==> src/verilog/brake_seq_pkg.sv <==
package brake_seq_pkg;

    // Register byte addresses on APB
    localparam logic [7:0] ADDR_ACCEPT_DELAY  = 8'h00;
    localparam logic [7:0] ADDR_STATIC_HOLD   = 8'h04;
    localparam logic [7:0] ADDR_SPEED_LIMIT   = 8'h08;
    localparam logic [7:0] ADDR_ROT_TIMEOUT   = 8'h0c;
    localparam logic [7:0] ADDR_MODE_SELECT   = 8'h10;
    localparam logic [7:0] ADDR_CONTROL       = 8'h14;
    localparam logic [7:0] ADDR_STATUS        = 8'h18;

    // Reset values in ms / rpm
    localparam logic [15:0] RST_ACCEPT_DELAY  = 16'h00fa;
    localparam logic [15:0] RST_STATIC_HOLD   = 16'h0096;
    localparam logic [15:0] RST_SPEED_LIMIT   = 16'h001e;
    localparam logic [15:0] RST_ROT_TIMEOUT   = 16'h01f4;
    localparam logic [15:0] RST_MODE_SELECT   = 16'h0000;

    // Upper limits of the programmable ranges
    localparam logic [15:0] MAX_ACCEPT_DELAY  = 16'h01f4;
    localparam logic [15:0] MAX_SPEED_LIMIT   = 16'h0bb8;
    localparam logic [15:0] MAX_HOLD_TIMEOUT  = 16'h03e8;

    // Stationary/rotating boundary, rpm
    localparam logic [15:0] STATIONARY_RPM    = 16'h0014;
    // Fixed rotating power hold, ms
    localparam logic [15:0] ROT_HOLD_MS       = 16'h0032;

    // Brake release digital output function code
    localparam logic [7:0]  FUNC_BRAKE_REL    = 8'h90;

    // Control register field positions
    localparam int CTL_FUNC_LSB  = 0;
    localparam int CTL_FUNC_MSB  = 7;

    // Tick timing
    localparam int TICK_MS       = 1;
    localparam int CLK_HZ        = 50_000_000;
    localparam int TICK_CYCLES   = CLK_HZ / 1000 * TICK_MS;

    // Control mode codes
    typedef enum logic [2:0] {
        MODE_POSITION, MODE_SPEED, MODE_TORQUE,
        MODE_POS_SPEED, MODE_POS_TORQUE, MODE_SPEED_TORQUE, MODE_INVALID
    } ctrl_mode_t;

endpackage

==> src/verilog/motor_brake_sequencer.sv <==
// Contract
// - Output assigned function 144 signals brake release
// - Wait accept delay after release before commands
// - Stationary stop keeps power for hold delay
// - Programmable speed threshold for rotating stop
// - Programmable timeout from enable off
// - Unassigned brake output disables all brake timing
// - Below 20 rpm selects stationary sequence
// - Stationary stop drops brake output immediately
// - Rotating stop: threshold or timeout, first wins
// - Rotating stop keeps power 50 ms
// - Fault uses separate free-coast brake sequence
// - Mode selector decodes 0,2,3,4,5,6
// - Fault shutdown is free coast only
//
// The APB slave port and the register addresses were chosen for this implementation.
module motor_brake_sequencer #(
    parameter int TICK_CYCLES = brake_seq_pkg::TICK_CYCLES
) (
    input  wire logic        sys_clk,          // 50 MHz system clock
    input  wire logic        reset_n,          // Synchronous reset, active low
    input  wire logic        psel,             // APB select
    input  wire logic        penable,          // APB access phase
    input  wire logic        pwrite,           // APB write
    input  wire logic [7:0]  paddr,            // APB byte address
    input  wire logic [31:0] pwdata,           // APB write data
    output logic      [31:0] prdata,           // APB read data
    output logic             pready,           // APB ready
    output logic             pslverr,          // APB error
    input  wire logic        servoEnable,      // Servo enable pin
    input  wire logic        driveFault,       // Drive fault, same clock
    input  wire logic [15:0] motorSpeed,       // Measured speed, rpm
    output logic             brake_release_output, // Brake release DO
    output logic             motorPower,       // Power stage energised
    output logic             commandAccept,    // Motion commands accepted
    output logic             coastActive,      // Free coast after fault
    output logic [2:0]       controlMode       // Decoded control mode
);

    // Prescaler needs two states and must fit its 26-bit counter
    if (TICK_CYCLES < 2 || TICK_CYCLES > 2 ** 26)
    begin : g_bad_tick
        $error("TICK_CYCLES must lie between 2 and 2**26");
    end

    // Sequencer states; the spare code falls back to off
    typedef enum logic [2:0] {
        ST_OFF, ST_ACCEPT_WAIT, ST_RUN, ST_STATIC_HOLD,
        ST_ROT_WAIT, ST_ROT_HOLD, ST_FAULT
    } seq_t;

    // All state in one word: one comb copy, one register
    typedef struct packed {
        logic [15:0] acceptDelay;
        logic [15:0] staticHold;
        logic [15:0] speedLimit;
        logic [15:0] rotTimeout;
        logic [15:0] modeSelect;
        logic [7:0]  doFunction;
        logic [2:0]  enSync;
        logic        enState;
        seq_t        seq;
        logic [25:0] tickCount;
        logic [15:0] msCount;
        logic [31:0] rdata;
        logic        slvErr;
        logic        brake;
        logic        power;
        logic        accept;
        logic        coast;
        logic [2:0]  mode;
    } state_t;

    // Present and next state, plus decoded strobes
    state_t cur;
    state_t next_cur;
    logic   tick;
    logic   brakeAssigned;
    logic   enRise;
    logic   enFall;
    logic   accessPhase;

    // Handshake is immediate: every access completes in one cycle
    assign accessPhase = psel && penable;
    assign pready      = accessPhase;
    assign prdata      = cur.rdata;
    assign pslverr     = accessPhase && next_cur.slvErr;

    // Outputs straight from flops, no glitches toward the power stage
    assign brake_release_output = cur.brake;
    assign motorPower           = cur.power;
    assign commandAccept        = cur.accept;
    assign coastActive          = cur.coast;
    assign controlMode          = cur.mode;

    // Brake timing only matters with an output carrying the release code
    assign brakeAssigned = (cur.doFunction == brake_seq_pkg::FUNC_BRAKE_REL);
    // Debounced edges: second and third stage must agree
    assign enRise = (cur.enSync[2] == cur.enSync[1]) && cur.enSync[1] && !cur.enState;
    assign enFall = (cur.enSync[2] == cur.enSync[1]) && !cur.enSync[1] && cur.enState;
    assign tick   = (cur.tickCount == 26'(TICK_CYCLES - 1));

    always_comb
    begin
        next_cur        = cur;
        next_cur.slvErr = 1'b0;
        next_cur.enSync = {cur.enSync[1:0], servoEnable};
        if (enRise)
            next_cur.enState = 1'b1;
        else if (enFall)
            next_cur.enState = 1'b0;

        // 1 ms prescaler
        // Ms count saturates so a long wait never wraps under a limit
        next_cur.tickCount = tick ? 26'h0 : cur.tickCount + 26'h1;
        if (tick && cur.msCount != 16'hffff)
            next_cur.msCount = cur.msCount + 16'h1;

        // Register file; out of range timing and speed writes are clamped to the limit, mode select is stored as written
        // Read data captured in setup, so it stands through the access
        if (psel && !penable && !pwrite)
        begin
            unique case (paddr)
                brake_seq_pkg::ADDR_ACCEPT_DELAY: next_cur.rdata = {16'h0, cur.acceptDelay};
                brake_seq_pkg::ADDR_STATIC_HOLD:  next_cur.rdata = {16'h0, cur.staticHold};
                brake_seq_pkg::ADDR_SPEED_LIMIT:  next_cur.rdata = {16'h0, cur.speedLimit};
                brake_seq_pkg::ADDR_ROT_TIMEOUT:  next_cur.rdata = {16'h0, cur.rotTimeout};
                brake_seq_pkg::ADDR_MODE_SELECT:  next_cur.rdata = {16'h0, cur.modeSelect};
                brake_seq_pkg::ADDR_CONTROL:      next_cur.rdata = {24'h0, cur.doFunction};
                brake_seq_pkg::ADDR_STATUS:
                    next_cur.rdata = {24'h0, cur.seq, cur.coast, cur.accept,
                                      cur.power, cur.brake, cur.enState};
                default:                          next_cur.rdata = 32'h0;
            endcase
        end
        // A write lands at the edge that ends its access cycle
        if (accessPhase)
        begin
            if (pwrite)
            begin
                unique case (paddr)
                    brake_seq_pkg::ADDR_ACCEPT_DELAY: next_cur.acceptDelay =
                        (pwdata[15:0] > brake_seq_pkg::MAX_ACCEPT_DELAY) ?
                        brake_seq_pkg::MAX_ACCEPT_DELAY : pwdata[15:0];
                    brake_seq_pkg::ADDR_STATIC_HOLD:  next_cur.staticHold =
                        (pwdata[15:0] > brake_seq_pkg::MAX_HOLD_TIMEOUT) ?
                        brake_seq_pkg::MAX_HOLD_TIMEOUT : pwdata[15:0];
                    brake_seq_pkg::ADDR_SPEED_LIMIT:  next_cur.speedLimit =
                        (pwdata[15:0] > brake_seq_pkg::MAX_SPEED_LIMIT) ?
                        brake_seq_pkg::MAX_SPEED_LIMIT : pwdata[15:0];
                    brake_seq_pkg::ADDR_ROT_TIMEOUT:  next_cur.rotTimeout =
                        (pwdata[15:0] > brake_seq_pkg::MAX_HOLD_TIMEOUT) ?
                        brake_seq_pkg::MAX_HOLD_TIMEOUT : pwdata[15:0];
                    brake_seq_pkg::ADDR_MODE_SELECT:  next_cur.modeSelect = pwdata[15:0];
                    brake_seq_pkg::ADDR_CONTROL:
                        next_cur.doFunction =
                            pwdata[brake_seq_pkg::CTL_FUNC_MSB:brake_seq_pkg::CTL_FUNC_LSB];
                    default:                          next_cur.slvErr = 1'b1;
                endcase
            end
            else if (paddr > brake_seq_pkg::ADDR_STATUS || paddr[1:0] != 2'h0)
                next_cur.slvErr = 1'b1;
        end

        // Control mode decode; code 1 and above 6 are invalid
        unique case (cur.modeSelect)
            16'h0000: next_cur.mode = brake_seq_pkg::MODE_POSITION;
            16'h0002: next_cur.mode = brake_seq_pkg::MODE_SPEED;
            16'h0003: next_cur.mode = brake_seq_pkg::MODE_TORQUE;
            16'h0004: next_cur.mode = brake_seq_pkg::MODE_POS_SPEED;
            16'h0005: next_cur.mode = brake_seq_pkg::MODE_POS_TORQUE;
            16'h0006: next_cur.mode = brake_seq_pkg::MODE_SPEED_TORQUE;
            default:  next_cur.mode = brake_seq_pkg::MODE_INVALID;
        endcase

        // Brake sequencer
        unique case (cur.seq)
            // A fault here only flags coast: nothing is powered to drop
            ST_OFF:
            begin
                next_cur.power  = 1'b0;
                next_cur.accept = 1'b0;
                next_cur.brake  = 1'b0;
                if (!driveFault)
                    next_cur.coast = 1'b0;
                if (enRise && !driveFault)
                begin
                    next_cur.power   = 1'b1;
                    next_cur.brake   = brakeAssigned;
                    next_cur.msCount = 16'h0;
                    next_cur.seq     = brakeAssigned ? ST_ACCEPT_WAIT : ST_RUN;
                    next_cur.accept  = !brakeAssigned;
                end
            end
            ST_ACCEPT_WAIT:
            begin
                // Commands held off so none are lost while the brake lifts
                if (cur.msCount >= cur.acceptDelay)
                begin
                    next_cur.accept = 1'b1;
                    next_cur.seq    = ST_RUN;
                end
                // Enable lost before acceptance: shaft never moved, stop as stationary
                if (enFall)
                begin
                    next_cur.accept = 1'b0;
                    next_cur.brake  = 1'b0;
                    next_cur.msCount = 16'h0;
                    next_cur.seq    = ST_STATIC_HOLD;
                end
            end
            // Speed is judged once, at the moment enable falls
            ST_RUN:
            begin
                if (enFall)
                begin
                    next_cur.accept  = 1'b0;
                    next_cur.msCount = 16'h0;
                    if (!brakeAssigned)
                    begin
                        next_cur.power = 1'b0;
                        next_cur.seq   = ST_OFF;
                    end
                    else if (motorSpeed < brake_seq_pkg::STATIONARY_RPM)
                    begin
                        next_cur.brake = 1'b0;
                        next_cur.seq   = ST_STATIC_HOLD;
                    end
                    else
                        next_cur.seq = ST_ROT_WAIT;
                end
            end
            ST_STATIC_HOLD:
            begin
                // Power held so a vertical load cannot drop before the brake bites
                // Limitation: enable rising again here waits for a fresh toggle
                if (cur.msCount >= cur.staticHold)
                begin
                    next_cur.power = 1'b0;
                    next_cur.seq   = ST_OFF;
                end
            end
            // Timeout caps the wait for a load that never slows down
            ST_ROT_WAIT:
            begin
                if (motorSpeed <= cur.speedLimit || cur.msCount >= cur.rotTimeout)
                begin
                    next_cur.brake   = 1'b0;
                    next_cur.msCount = 16'h0;
                    next_cur.seq     = ST_ROT_HOLD;
                end
            end
            // Fixed hold, not programmable
            ST_ROT_HOLD:
            begin
                if (cur.msCount >= brake_seq_pkg::ROT_HOLD_MS)
                begin
                    next_cur.power = 1'b0;
                    next_cur.seq   = ST_OFF;
                end
            end
            // Leave only once fault and enable are both gone, so a held
            // enable cannot restart the motor straight out of a fault
            ST_FAULT:
            begin
                if (!driveFault && !cur.enState)
                    next_cur.seq = ST_OFF;
            end
            default: next_cur.seq = ST_OFF;
        endcase

        // Fault overrides everything: coast with no delay
        // Placed last so it wins over any sequence step in the same cycle
        if (driveFault)
        begin
            next_cur.power  = 1'b0;
            next_cur.brake  = 1'b0;
            next_cur.accept = 1'b0;
            next_cur.coast  = 1'b1;
            if (cur.seq != ST_OFF)
                next_cur.seq = ST_FAULT;
        end
        else if (cur.seq == ST_FAULT)
            next_cur.coast = 1'b1;
    end

    // State register, synchronous reset
    always_ff @(posedge sys_clk)
    begin
        if (!reset_n)
        begin
            // Settings back to defaults, all outputs low
            cur             <= '0;
            cur.acceptDelay <= brake_seq_pkg::RST_ACCEPT_DELAY;
            cur.staticHold  <= brake_seq_pkg::RST_STATIC_HOLD;
            cur.speedLimit  <= brake_seq_pkg::RST_SPEED_LIMIT;
            cur.rotTimeout  <= brake_seq_pkg::RST_ROT_TIMEOUT;
            cur.modeSelect  <= brake_seq_pkg::RST_MODE_SELECT;
            cur.seq         <= ST_OFF;
        end
        else
            cur <= next_cur;
    end

endmodule
==> config.mk <==
export PLATFORM = sky130hd
export DESIGN_NAME = motor_brake_sequencer
export DESIGN_NICKNAME = d
export VERILOG_FILES = /design/src/verilog/brake_seq_pkg.sv /design/src/verilog/motor_brake_sequencer.sv
export SDC_FILE = /design/constraint.sdc
export NUM_CORES = 1
export LEC_CHECK = 0
export ABC_AREA = 1
export BUFFER_PORTS_ARGS = -buffer_cell sky130_fd_sc_hd__buf_4
export CORE_MARGIN = 2
export CORE_UTILIZATION = 45
export DETAILED_ROUTE_END_ITERATION = 16
export GPL_TIMING_DRIVEN = 0
export PLACE_DENSITY_LB_ADDON = 0.2
export SKIP_LAST_GASP = 1
export SLEW_MARGIN = 5
export SYNTH_ARGS = -nofsm -noshare
export SYNTH_HDL_FRONTEND = slang
export SYNTH_SLANG_ARGS = --single-unit
==> constraint.sdc <==
create_clock -name sys_clk -period 4.6 [get_ports sys_clk]
set_input_delay 0.46 -clock sys_clk [delete_from_list [all_inputs] [get_ports sys_clk]]
set_output_delay 0.46 -clock sys_clk [all_outputs]
set_load 0.01 [all_outputs]
==> qor.txt <==
run status - finished clean
CP Data Arrival Time - 2.92 ns
per-cell routed wire length - 16.5 µm
Sequential Power Share - 44.3%
post-route ant nets - 0
most frequent cell after synthesis - nand2_1
first-pass GRT wire length - 44.2 mm
critical path data required time - 4.98 ns
final cycle utilization of the critical path - 55.4%
Root Driver - clkbuf_16
P_leak - 4.92 nW
Hold Path End - cur[86]
hold path cells - 3
crit path capture type - flop
drc violations - 0
Fmax - 0.393 GHz
total congestion overflow - 0
switching pwr - 0.868 mW
CTS resizes - 0
hold bufs inserted after CTS - 0
RR Startpoint - cur[42]
Synth area leader - dfxtp_1
final clock skew - 0.00861 ns
ys flop type - dfxtp_1
final hold viol count - 0
GP Congestion - 1.01
Pre-antenna DRT Iters - 5
Die Y - 148 µm
#FFs+latches synth - 160
switch share - 27.2%
Clk pwr share - 45.9%
CP startpoint kind - flop
clock tree sinks - 160
crit path time final - 2.55 ns
Slew headroom - 30.0%
Initial Utilization - 46.0%
Skew-Pair Late Insertion Delay - 0.45 ns
Mapped Cells - 1,344
largest net degree at the start of global routing - 17
Final nets - 1,579
die footprint - 21,900 µm²
post-route cell area - 10,900 µm²
Cell Rows - 52
Final Max Slew Viols - 0
number of global-route vias before repair - 8,255
Post-Syn Area - 9330 µm²
# setup viols final - 0
share of layout cells above drive strength 1 - 12.2%
Syn Area/Cell - 6.94 µm²
hold crit path type - in -> reg
vias per cell - 5.32
Synth top cells by count - nand2_1, inv_1, dfxtp_1
unrepaired setup endpoints after global routing - no
Total GRT Usage - 26.3%
Post-DP HPWL - 22.5 mm
Pwr Density - 294 nW/µm²
hold path startpoint - servoEnable
Reg clk slew, reported paths - 0.07 ns
port bufs - 71
VDD IR max - 0.234 mV
io pins - 104
register area share after synthesis - 34.3%
H-tree levels - 4
setup TNS - 0 ns
Comb power frac - 9.8%
Vias - 9,211
Syn-to-layout area delta - 16.4%
Crit Path Max Fanout - 10
post-synth top area share - 34.3%
reg2reg end - cur[45]
core region area - 20,300 µm²
post-synth cell types - 43
CTS tree - built
initial antenna violation count - 0
Power Internal - 2.32 mW
Die W - 148 µm
Routed Wire Length - 28.7 mm
synth warn - 0
Setup Buffers After CTS - 0
type of the worst setup path - reg -> reg
Async S/R FF share, synth - 0%
Clock Tree Buf Depth - 2
DRT iter0 DRCs - 756
largest cells by area after synthesis - dfxtp_1, nand2_1, ha_1
ANT cells - 0
Worst-Margin Slew - 1.04 ns
total CTS buffers - 17
worst r2r path cells - 13
MaxCap Viol Count - 0
crit path launch - cur[42]
r2r setup slk - 2.05 ns
EDFF count, synth - 0
dpl cell area - 10,300 µm²
[worst max-delay path, stage by stage (launching register included)]
cell and delay (ns):
dfxtp_1 0.53, ha_1 0.29, nand2_1 0.08, nor2_1 0.05, nor2_1 0.07, nand2_1 0.06
nand2_1 0.06, nand2_1 0.10, a21oi_1 0.24, nand3_1 0.16, nand2_1 0.21, nand2_1 0.16
clkbuf_1 0.30, nor2_1 0.15
[worst max path at each step]
stage / cells after the start / slack [ns] / to
2_1_floorplan: 12 / 2.68 / cur[51]
3_3_place_gp: 13 / 2.00 / cur[54]
3_5_place_dp: 13 / 1.99 / cur[51]
4_1_cts: 13 / 2.03 / cur[51]
5_1_grt: 13 / 1.75 / cur[52]
6_report: 13 / 2.05 / cur[45]
[sequential cells by signal, summed over array words and instances, names as in the netlist]
register              cells
prdata                   16
coastActive               1
commandAccept             1
motorPower                1
controlMode               3
cur                     137
brake_release_output      1
[placed cells by master (no fill, tap or decap), types with 49 or more instances in the layout]
| master | count |
|---|---|
| a21oi_1 | 107 |
| buf_4 | 106 |
| dfxtp_1 | 160 |
| ha_1 | 67 |
| inv_1 | 203 |
| nand2_1 | 240 |
| nand3_1 | 49 |
| nor2_1 | 144 |
| nor3_1 | 56 |
| o21ai_0 | 78 |
[per-stage QoR]
step	setup slack, ns	cells	total power, mW	hold WS, ns	utilization [%]
floorplan	2.68	1359	1.63	0.390	-
global placement	2.00	1700	1.75	0.394	50.5
detailed placement	1.99	1700	1.75	0.402	50.5
CTS	2.03	1732	3.20	0.192	53.5
global route	1.75	1732	3.30	0.207	53.5
finish	2.05	1732	3.19	0.194	53.5
[cells by family (layout without fill, tap and decap cells)]
group | after synthesis | after routing | share of synthesized area, %
other | 1 | 16 | 0.0402
buffers and inverters | 274 | 377 | 12.6
adder cells (fa/ha/maj) | 67 | 67 | 8.98
AO/OA/AOI/OAI | 269 | 269 | 16.0
AND/OR/NAND/NOR | 557 | 557 | 26.5
XOR/XNOR | 16 | 16 | 1.50
flip-flops | 160 | 160 | 34.3
[power by group through the flow]
| stage | clock network, mW | logic [mW] | registers, mW |
|---|---|---|---|
| after floorplan | 0 | 0.188 | 1.44 |
| after global placement | 0 | 0.306 | 1.45 |
| after CTS | 1.48 | 0.308 | 1.41 |
| after global routing | 1.54 | 0.347 | 1.42 |
| after detailed placement | 0 | 0.307 | 1.45 |
| final | 1.47 | 0.311 | 1.41 |
[area by class of cell]
class / instances / area [µm²]
multi-input combinational: 925 / 5010
fill: 2077 / 9440
buffer: 68 / 402
sequential: 160 / 3200
tap: 270 / 338
timing repair buffer: 71 / 533
clock inverter: 15 / 176
inverter: 206 / 773
clock buffer: 17 / 425
[metal layers]
metal / wire length, µm / vias up / part of all wire, % / global-route usage, %
met3: 2120 / 54 / 7.4 / 4.88
met4: 756 / 0 / 2.6 / 8.95
met2: 12900 / 329 / 45 / 40.9
li1: - / 4605 / - / -
met5: 0 / - / 0 / 0
met1: 12900 / 4223 / 45 / 36.7
Note: power is estimated with default switching activity, not from simulation.
